==> src/common/wcr_pkg.sv <==
// Constants shared by the wire-to-I2C continue/read bridge
`default_nettype none
package wcr_pkg;
	// Command codes
	localparam logic [7:0] CMD_WR_NOSTOP = 8'h5a;
	localparam logic [7:0] CMD_WR_CONT = 8'h69;
	localparam logic [7:0] CMD_WR_STOP = 8'h78;
	localparam logic [7:0] CMD_RD_STOP = 8'h87;
	// Field values
	localparam logic [7:0] LEN_ZERO = 8'h00;
	localparam logic [7:0] WSTAT_OK = 8'h00;
	localparam logic [7:0] WSTAT_BAD = 8'hff;
	localparam logic [7:0] BYTE_ONE = 8'h01;
	localparam logic [7:0] STATUS_CLR = 8'h00;
	// Status byte bit positions
	localparam int ST_CRC = 0;
	localparam int ST_ADDR = 1;
	localparam int ST_START = 3;
	// CRC16, reflected, checked by running residue over sent inverted CRC
	localparam logic [15:0] CRC_POLY = 16'ha001;
	localparam logic [15:0] CRC_INIT = 16'h0000;
	localparam logic [15:0] CRC_RESID = 16'hb001;
	// I2C timing
	localparam int CLK_PERIOD_NS = 25;
	localparam int I2C_PERIOD_NS = 10000;
	localparam int QTR_CYC = I2C_PERIOD_NS / (4 * CLK_PERIOD_NS);
	localparam logic [7:0] QTR_LAST = 8'(QTR_CYC - 1);
	// Bit engine
	localparam logic [3:0] BIT_ACK = 4'h8;
	localparam logic [3:0] BIT_FIRST = 4'h0;
	localparam logic [1:0] Q0 = 2'h0;
	localparam logic [1:0] Q1 = 2'h1;
	localparam logic [1:0] Q2 = 2'h2;
	localparam logic [1:0] Q3 = 2'h3;
	// Buffers
	localparam int BUF_DEPTH = 256;
	localparam int FIFO_W = 8;
	localparam int FIFO_D = 16;
	localparam logic [8:0] WR_RESULT_LEN = 9'h002;
	localparam logic [8:0] PCNT_ZERO = 9'h000;
	localparam logic [8:0] PCNT_ONE = 9'h001;
	typedef enum logic [3:0] {
		S_IDLE, S_ADDR, S_LEN, S_DATA, S_CRC_LO, S_CRC_HI,
		S_START, S_BYTE, S_STOP, S_PUMP, S_HALT
	} wcr_state_e;
endpackage : wcr_pkg
`default_nettype wire

==> src/hw/wcr_bridge.sv <==
// Wire-to-I2C bridge: write continuation, write with stop, read with stop
// Behaviour
// - Write continuation packet: command, length, data, CRC16 over all; no address.
// - Length byte counts data bytes, 1 to 255.
// - Zero length or count raises error pin, ignores link until link reset.
// - 78h writes data then stop; 69h writes data only.
// - 87h issues start, address with read bit, reads count bytes, stop.
// - Read packet: command, address, count, CRC16 over these; count 1 to 255.
// - Link commands and data are rejected while I2C executes.
// - Poll slots read zero once I2C communication completes.
// - Busy output pin shows I2C execution in progress.
// - Writes offer status byte then write status byte.
// - Reads offer status byte then exactly count data bytes.
// - Status bits: CRC, address nack, bad start; error pin while any set.
// - Write status is 00h, ordinal of the unacknowledged data byte, or FFh on CRC, address nack or bad start.
// - CRC failure starts no I2C and gives write status FFh.
// - 5Ah issues start, address with write bit, data, no stop.
`default_nettype none

// Result FIFO; the pump stalls on in_ready so the host side can throttle
module wcr_fifo #(
	parameter int W = 8,
	parameter int D = 16
) (
	input wire logic clk_sys,
	input wire logic rst,
	input wire logic flush,
	input wire logic in_valid,
	output logic in_ready,
	input wire logic [W-1:0] in_data,
	output logic out_valid,
	input wire logic out_ready,
	output logic [W-1:0] out_data
);
	localparam int AW = $clog2(D);
	localparam logic [AW:0] FULL = (AW + 1)'(D);
	logic [W-1:0] mem [0:D-1];
	logic [AW-1:0] wp_r;
	logic [AW-1:0] rp_r;
	logic [AW:0] cnt_r;
	wire push = in_valid & in_ready;
	wire pop = out_valid & out_ready;

	// Honest full and empty from the occupancy count
	assign in_ready = cnt_r != FULL;
	assign out_valid = cnt_r != '0;
	assign out_data = mem[rp_r];

	// Storage has no reset; only pointers and count are controlled
	always_ff @(posedge clk_sys) begin
		if (push) begin
			mem[wp_r] <= in_data;
		end
	end

	// Pointers and count
	always_ff @(posedge clk_sys) begin
		if (rst || flush) begin
			wp_r <= '0;
			rp_r <= '0;
			cnt_r <= '0;
		end else begin
			if (push) wp_r <= wp_r + 1'b1;
			if (pop) rp_r <= rp_r + 1'b1;
			if (push && !pop) cnt_r <= cnt_r + 1'b1;
			else if (pop && !push) cnt_r <= cnt_r - 1'b1;
		end
	end
endmodule : wcr_fifo

module wcr_bridge (
	input wire logic clk_sys,
	input wire logic rst,
	input wire logic link_reset,
	input wire logic rx_valid,
	input wire logic [7:0] rx_data,
	output logic poll_bit,
	output logic tx_valid,
	input wire logic tx_ready,
	output logic [7:0] tx_data,
	input wire logic scl_in,
	output logic scl_out,
	output logic scl_oe,
	input wire logic sda_in,
	output logic sda_out,
	output logic sda_oe,
	output logic busy_out,
	output logic error_detected_out
);
	wcr_pkg::wcr_state_e state_r;
	logic [7:0] buf_mem [0:wcr_pkg::BUF_DEPTH-1];
	logic [7:0] cmd_r, addr_r, len_r, cnt_r, sh_r, status_r, wstat_r, qcnt_r;
	logic [15:0] crc_r;
	logic [1:0] phase_r;
	logic [3:0] bit_r;
	logic [8:0] pcnt_r;
	logic rd_r, nack_r, addr_ph_r, err_r, busy_r;
	logic scl_m_r, scl_s_r, sda_m_r, sda_s_r, scl_lo_r, sda_lo_r;
	logic fifo_ready;

	// CRC16 byte update, low bit first
	function automatic logic [15:0] crc_upd(input logic [15:0] c,
			input logic [7:0] d);
		logic [15:0] x;
		x = c;
		for (int i = 0; i < 8; i++) begin
			if (x[0] ^ d[i]) x = (x >> 1) ^ wcr_pkg::CRC_POLY;
			else x = x >> 1;
		end
		return x;
	endfunction : crc_upd

	// Decode of the current command and engine conditions
	wire [15:0] crc_nxt = crc_upd(crc_r, rx_data);
	wire is_rd = cmd_r == wcr_pkg::CMD_RD_STOP;
	wire rx_rd = rx_data == wcr_pkg::CMD_RD_STOP;
	wire rx_wa = rx_data == wcr_pkg::CMD_WR_NOSTOP;
	wire rx_cont = rx_data == wcr_pkg::CMD_WR_CONT ||
		rx_data == wcr_pkg::CMD_WR_STOP;
	wire cmd_ok = rx_rd || rx_wa || rx_cont;
	wire exec = state_r == wcr_pkg::S_START || state_r == wcr_pkg::S_BYTE ||
		state_r == wcr_pkg::S_STOP;
	wire tick = qcnt_r == wcr_pkg::QTR_LAST;
	// Clock stretching: sampling waits until SCL is really seen high
	wire step = exec && tick && !(phase_r == wcr_pkg::Q2 && !scl_s_r);
	wire [7:0] cnt_inc = cnt_r + wcr_pkg::BYTE_ONE;
	wire last = cnt_inc == len_r;
	wire byte_end = step && state_r == wcr_pkg::S_BYTE &&
		phase_r == wcr_pkg::Q3 && bit_r == wcr_pkg::BIT_ACK;
	wire rd_done = byte_end && rd_r && !addr_ph_r;
	wire buf_we = (state_r == wcr_pkg::S_DATA && rx_valid) || rd_done;
	wire [7:0] buf_wd = rd_done ? sh_r : rx_data;
	wire [8:0] pump_total = is_rd ? {1'b0, len_r} + wcr_pkg::PCNT_ONE :
		wcr_pkg::WR_RESULT_LEN;
	wire [8:0] pidx = pcnt_r - wcr_pkg::PCNT_ONE;
	wire [7:0] pump_word = pcnt_r == wcr_pkg::PCNT_ZERO ? status_r :
		(is_rd ? buf_mem[pidx[7:0]] : wstat_r);
	wire pump_valid = state_r == wcr_pkg::S_PUMP;
	wire pump_last = pcnt_r == pump_total - wcr_pkg::PCNT_ONE;
	wire link_rst_ok = link_reset && !exec;

	// Open-drain pins: only ever pull low
	assign scl_out = 1'b0;
	assign sda_out = 1'b0;
	assign scl_oe = scl_lo_r;
	assign sda_oe = sda_lo_r;
	assign busy_out = busy_r;
	assign poll_bit = busy_r;
	assign error_detected_out = err_r;

	// Pin synchronisers
	always_ff @(posedge clk_sys) begin
		scl_m_r <= scl_in;
		scl_s_r <= scl_m_r;
		sda_m_r <= sda_in;
		sda_s_r <= sda_m_r;
	end

	// Packet data and received read bytes share one buffer
	always_ff @(posedge clk_sys) begin
		if (buf_we) buf_mem[cnt_r] <= buf_wd;
	end

	// Busy flag and quarter-bit timer
	always_ff @(posedge clk_sys) begin
		if (rst) begin
			busy_r <= 1'b0;
			qcnt_r <= 8'h00;
		end else begin
			busy_r <= exec;
			qcnt_r <= (!exec || tick) ? 8'h00 : qcnt_r + 8'h01;
		end
	end

	// Main sequencer: packet parse, I2C execution, result pump
	always_ff @(posedge clk_sys) begin
		if (rst) begin
			state_r <= wcr_pkg::S_IDLE;
			{cmd_r, addr_r, len_r, cnt_r, sh_r} <= '0;
			status_r <= wcr_pkg::STATUS_CLR;
			wstat_r <= wcr_pkg::WSTAT_OK;
			crc_r <= wcr_pkg::CRC_INIT;
			{phase_r, bit_r, pcnt_r} <= '0;
			{rd_r, nack_r, addr_ph_r, err_r, scl_lo_r, sda_lo_r} <= '0;
		end else if (link_rst_ok) begin
			state_r <= wcr_pkg::S_IDLE;
			err_r <= 1'b0;
		end else begin
			if (step) phase_r <= phase_r + 2'h1;
			unique case (state_r)
			wcr_pkg::S_IDLE: if (rx_valid && cmd_ok) begin
				cmd_r <= rx_data;
				crc_r <= crc_upd(wcr_pkg::CRC_INIT, rx_data);
				status_r <= wcr_pkg::STATUS_CLR;
				wstat_r <= wcr_pkg::WSTAT_OK;
				cnt_r <= 8'h00;
				pcnt_r <= wcr_pkg::PCNT_ZERO;
				// Continuations carry no address byte
				state_r <= rx_cont ? wcr_pkg::S_LEN : wcr_pkg::S_ADDR;
			end
			wcr_pkg::S_ADDR: if (rx_valid) begin
				// Direction bit forced from the command
				addr_r <= {rx_data[7:1], is_rd};
				crc_r <= crc_nxt;
				state_r <= wcr_pkg::S_LEN;
			end
			wcr_pkg::S_LEN: if (rx_valid) begin
				if (rx_data == wcr_pkg::LEN_ZERO) begin
					err_r <= 1'b1;
					state_r <= wcr_pkg::S_HALT;
				end else begin
					len_r <= rx_data;
					crc_r <= crc_nxt;
					state_r <= is_rd ? wcr_pkg::S_CRC_LO : wcr_pkg::S_DATA;
				end
			end
			wcr_pkg::S_DATA: if (rx_valid) begin
				crc_r <= crc_nxt;
				cnt_r <= last ? 8'h00 : cnt_inc;
				if (last) state_r <= wcr_pkg::S_CRC_LO;
			end
			wcr_pkg::S_CRC_LO: if (rx_valid) begin
				crc_r <= crc_nxt;
				state_r <= wcr_pkg::S_CRC_HI;
			end
			wcr_pkg::S_CRC_HI: if (rx_valid) begin
				phase_r <= wcr_pkg::Q0;
				bit_r <= wcr_pkg::BIT_FIRST;
				rd_r <= 1'b0;
				if (crc_nxt != wcr_pkg::CRC_RESID) begin
					status_r[wcr_pkg::ST_CRC] <= 1'b1;
					wstat_r <= wcr_pkg::WSTAT_BAD;
					err_r <= 1'b1;
					state_r <= wcr_pkg::S_PUMP;
				end else if (!is_rd && cmd_r != wcr_pkg::CMD_WR_NOSTOP) begin
					// Open transaction assumed; no start, no address
					sh_r <= buf_mem[0];
					addr_ph_r <= 1'b0;
					state_r <= wcr_pkg::S_BYTE;
				end else begin
					state_r <= wcr_pkg::S_START;
				end
			end
			// Start or repeated start from either SCL level
			wcr_pkg::S_START: if (step) begin
				unique case (phase_r)
				wcr_pkg::Q0: sda_lo_r <= 1'b0;
				wcr_pkg::Q1: scl_lo_r <= 1'b0;
				wcr_pkg::Q2: if (!sda_s_r) begin
					status_r[wcr_pkg::ST_START] <= 1'b1;
					wstat_r <= wcr_pkg::WSTAT_BAD;
					err_r <= 1'b1;
					state_r <= wcr_pkg::S_PUMP;
				end else begin
					sda_lo_r <= 1'b1;
				end
				wcr_pkg::Q3: begin
					scl_lo_r <= 1'b1;
					sh_r <= addr_r;
					addr_ph_r <= 1'b1;
					state_r <= wcr_pkg::S_BYTE;
				end
				endcase
			end
			wcr_pkg::S_BYTE: if (step) begin
				unique case (phase_r)
				wcr_pkg::Q0: if (bit_r == wcr_pkg::BIT_ACK) begin
					sda_lo_r <= rd_r && !last;
				end else begin
					sda_lo_r <= !rd_r && !sh_r[7];
				end
				wcr_pkg::Q1: scl_lo_r <= 1'b0;
				wcr_pkg::Q2: if (bit_r == wcr_pkg::BIT_ACK) begin
					if (!rd_r) nack_r <= sda_s_r;
				end else if (rd_r) begin
					sh_r <= {sh_r[6:0], sda_s_r};
				end
				wcr_pkg::Q3: begin
					scl_lo_r <= 1'b1;
					if (bit_r != wcr_pkg::BIT_ACK) begin
						bit_r <= bit_r + 4'h1;
						if (!rd_r) sh_r <= {sh_r[6:0], 1'b0};
					end else begin
						bit_r <= wcr_pkg::BIT_FIRST;
						if (addr_ph_r) begin
							addr_ph_r <= 1'b0;
							if (nack_r) begin
								status_r[wcr_pkg::ST_ADDR] <= 1'b1;
								wstat_r <= wcr_pkg::WSTAT_BAD;
								err_r <= 1'b1;
								state_r <= wcr_pkg::S_STOP;
							end else begin
								rd_r <= is_rd;
								sh_r <= buf_mem[0];
							end
						end else if (rd_r) begin
							cnt_r <= cnt_inc;
							if (last) state_r <= wcr_pkg::S_STOP;
						end else begin
							cnt_r <= cnt_inc;
							sh_r <= buf_mem[cnt_inc];
							if (nack_r) begin
								wstat_r <= cnt_inc;
								state_r <= wcr_pkg::S_STOP;
							end else if (last) begin
								state_r <= cmd_r == wcr_pkg::CMD_WR_STOP ?
									wcr_pkg::S_STOP : wcr_pkg::S_PUMP;
							end
						end
					end
				end
				endcase
			end
			wcr_pkg::S_STOP: if (step) begin
				unique case (phase_r)
				wcr_pkg::Q0: sda_lo_r <= 1'b1;
				wcr_pkg::Q1: scl_lo_r <= 1'b0;
				wcr_pkg::Q2: sda_lo_r <= 1'b0;
				wcr_pkg::Q3: state_r <= wcr_pkg::S_PUMP;
				endcase
			end
			// Results drain through the FIFO and stall when it is full
			wcr_pkg::S_PUMP: if (fifo_ready) begin
				pcnt_r <= pcnt_r + wcr_pkg::PCNT_ONE;
				if (pump_last) state_r <= wcr_pkg::S_IDLE;
			end
			wcr_pkg::S_HALT: ;
			endcase
		end
	end

	// Result FIFO toward the link transmitter
	wcr_fifo #(
		.W(wcr_pkg::FIFO_W),
		.D(wcr_pkg::FIFO_D)
	) u_fifo (
		.clk_sys(clk_sys),
		.rst(rst),
		.flush(link_rst_ok),
		.in_valid(pump_valid),
		.in_ready(fifo_ready),
		.in_data(pump_word),
		.out_valid(tx_valid),
		.out_ready(tx_ready),
		.out_data(tx_data)
	);
endmodule : wcr_bridge
`default_nettype wire

==> config.mk <==
export PLATFORM = sky130hd
export DESIGN_NAME = wcr_bridge
export DESIGN_NICKNAME = d
export VERILOG_FILES = /design/src/common/wcr_pkg.sv /design/src/hw/wcr_bridge.sv
export SDC_FILE = /design/constraint.sdc
export NUM_CORES = 2
export LEC_CHECK = 0
export BUFFER_PORTS_ARGS = -buffer_cell sky130_fd_sc_hd__buf_2
export CAP_MARGIN = 20
export CORE_ASPECT_RATIO = 1.1
export CORE_MARGIN = 2
export CORE_UTILIZATION = 45
export CTS_BUF_LIST = sky130_fd_sc_hd__clkbuf_2
export DETAILED_ROUTE_END_ITERATION = 8
export PLACE_DENSITY = 0.71
export SLEW_MARGIN = 20
export SYNTH_ARGS = -nofsm -noshare
export SYNTH_HDL_FRONTEND = slang
export SYNTH_SLANG_ARGS = --single-unit
==> constraint.sdc <==
create_clock -name clk_sys -period 23.6 [get_ports clk_sys]
set_input_delay 4.72 -clock clk_sys [delete_from_list [all_inputs] [get_ports clk_sys]]
set_output_delay 4.72 -clock clk_sys [all_outputs]
set_load 0.01 [all_outputs]
==> summary.txt <==
Hold path
  – Hold WC Path Type: reg -> reg
  – Hold path depth: 0

Setup path
  – Crit path depth: 4
  – CP max stage delay: 620 ps
  – WP buf/inv: 2
  – Cell mode on critical path: mux4_2
  – R2R cell count: 12
  – Critical path arrival: between 3000 and 4000 ps
  – CP top delay family: multiplexers
  – Max FO, Critical Path: 32
  – Worst Setup End Kind: primary output
  – CP max-delay cell: mux4_2
  – Worst setup SP type: flop
  – Crit path kind: reg -> out
  – CP required: around 19000 ps
  – Crit-path cells: buf_4 > mux4_2 > mux4_2 > buf_2

Yosys
  – Count leader, synth: edfxtp_1
  – Top-area cell type share of the netlist area: 0.605
  – Synth Instances: between 5000 and 6000
  – Mean post-synth cell area: 19.4 um^2
  – Top FF cell, synth: edfxtp_1
  – Commonest cells post-synth: edfxtp_1, mux4_2, nor2_1
  – Post-synth ARST share: 0
  – Yosys synthesis warning count: 0
  – Number of synthesized register bits: 2298
  – Synth area leaders: edfxtp_1, mux4_2, dfxtp_1
  – Synth Cell Area: 108000 um^2
  – Largest area contributor in the netlist: edfxtp_1
  – Sequential-to-total area share from yosys stat: 0.627
  – EDFF count, synth: 2176
  – Cell variety after synth: 87

Detailed routing
  – Routed wire length: 333000 um
  – Antenna Nets Post-Route: 0
  – Post-Route M1 WL: approximately 110000 um
  – 1st-pass router iterations: 8
  – Residual DRC: 0
  – DRT iter0 DRCs: around 10000
  – Via Count: 64800
  – Met3 routed WL: about 45000 um
  – Top layer in use: met5
  – Routed length per instance: 35.3 um
  – DR vias/cell: between 6 and 7
  – Wire length on met2: 156000 um

Clock tree
  – Clock Tree Root: clkbuf_2
  – Post-CTS resize count: 0
  – Total CTS buffers: 573
  – Post-CTS Hold Buffers: 0
  – CTS tree: done
  – CTS Sinks: 2298
  – Clk pin slew, worst setup/hold paths: 90 ps
  – Post-CTS Setup Bufs: 0
  – H-tree lvl count: 6
  – Max clock buf depth: 4
  – Worst skew pair latency: 2010 ps

Global route
  – Vias in the first global route: 64400
  – Congestion Overflow GR: 0
  – Initial antenna violation count: 12
  – GRT Total Usage: 0.270
  – First-pass GRT wire length: 476000 um
  – Largest net degree at the start of global routing: 160

STA
  – Final Cycle Share: 0.368
  – # setup viols final: 0
  – Max Clk Rate: 115 MHz
  – Setup_tns: 0 ps
  – Final Hold Viols: 0
  – Final worst slack: 14910 ps
  – Slew headroom: 0.0876
  – Fin crit period: 8690 ps
  – Worst slew pin tran: 1370 ps
  – RSZ-0062 raised after global routing: false
  – Final Max Slew Viols: 0
  – Clock Skew: 207 ps

Final layout
  – Util after Layout: 0.490
  – Synth-to-Final Area Change: 8.20%
  – Post-route cell area: 117000 um^2
  – Final #Nets: approximately 6000
  – Post-route insts no fill: approximately 9400
  – Share of cells above drive strength 1: 0.383

Floorplan
  – Rows: 188
  – Initial Util: 0.453
  – Die Y-Extent: 518 um
  – Die width: 471 um
  – Core box area: 239000 um^2
  – Area of the die: 244000 um^2
  – IO Count: 31

Power
  – Leakage power: 34.6 nW
  – Peak VDD IR: 45.8 uV
  – Pwr/cell area: 62.6 nW/um^2

Placed design
  – Post-DP HPWL: 210000 um
  – Dpl cell area: 112000 um^2
  – Port-buffer cells: 28
  – Placer Congestion: 0.945
  – Pre-CTS setup slack: 15570 ps
  – Placed insts: 8440

Run
  – Maxcap violations: 0

Run status
  – Outcome: completed
[cell families (layout without fill, tap and decap cells)]
logic type	count (synthesis)	count (layout)	synth area share
flip-flops	2298	2298	0.627
multiplexers	1402	1402	0.281
AND/OR/NAND/NOR	927	927	0.0383
buffers and inverters	459	1170	0.0183
AO/OA/AOI/OAI	347	347	0.0220
XOR/XNOR	89	89	0.00799
adder cells (fa/ha/maj)	40	40	0.00470
other	1	11	0.0000347
[layer usage]
| metal | global-route usage | vias to the layer above |
|---|---|---|
| met3 | 0.0891 | 888 |
| met1 | 0.345 | 33700 |
| met5 | 0.00432 | - |
| met4 | 0.136 | 10 |
| met2 | 0.416 | 5555 |
| li1 | - | 24600 |
[worst paths after layout]
| path | endpoint | from | slack (ps) |
|---|---|---|---|
| setup reg to reg | u_fifo.mem[12][6] | pcnt_r[0] | 16040 |
| hold reg to reg | scl_s_r | scl_m_r | 340 |
| setup / recovery | tx_data[4] | flop | 14910 |
| hold / removal | scl_s_r | scl_m_r | 340 |
[layout by cell type (no fill, tap or decap), types with 30 or more instances in the layout]
master	netlist	layout
edfxtp_1	2176	2176
mux4_2	1308	1308
clkbuf_2	0	782
nor2_1	427	424
nand2_1	240	224
buf_4	20	124
clkinv_1	1	123
dfxtp_1	122	119
mux2i_1	85	85
a21oi_1	84	82
nand3_1	65	65
xnor2_1	50	41
o21ai_0	48	40
ha_1	39	37
inv_1	31	31
xor2_1	32	30
clkinv_2	0	30
[where the power goes]
group,internal [mW],total (mW),switching (mW)
Sequential,4.45,4.45,0.000763
Combinational,0.0321,0.145,0.112
Clock,1.06,2.72,1.66
[cell type report]
type                       instances  area (um^2)
antenna                            9         22.5
clock inverter                   188         1160
fill                           19300       122000
multi-input combinational       2807        38700
timing repair buffer             164         1310
sequential                      2298        67800
clock buffer                     782         3910
tap                             3135         3920
inverter                          36          135
[state kept, by name, summed over array words and instances, names as in the netlist, 2 cells and up, named ones only]
| register | count |
|---|---|
| crc_r | 16 |
| qcnt_r | 8 |
| buf_mem | 2048 |
| cnt_r | 8 |
| sh_r | 8 |
| bit_r | 4 |
| u_fifo.rp_r | 4 |
| u_fifo.wp_r | 4 |
| pcnt_r | 9 |
| state_r | 4 |
| phase_r | 2 |
| u_fifo.cnt_r | 5 |
| status_r | 3 |
| wstat_r | 8 |
| addr_r | 8 |
| cmd_r | 8 |
| len_r | 8 |
| u_fifo.mem | 128 |
[per-stage QoR]
| step | power (mW) | hold WS [ps] |
|---|---|---|
| final | 7.32 | 338 |
| after global placement | 4.68 | 322 |
| after global routing | 7.54 | 355 |
| after floorplan | 4.65 | 310 |
| after CTS | 7.34 | 345 |
| after detailed placement | 4.68 | 319 |
Note: power is estimated with default switching activity, not from simulation.
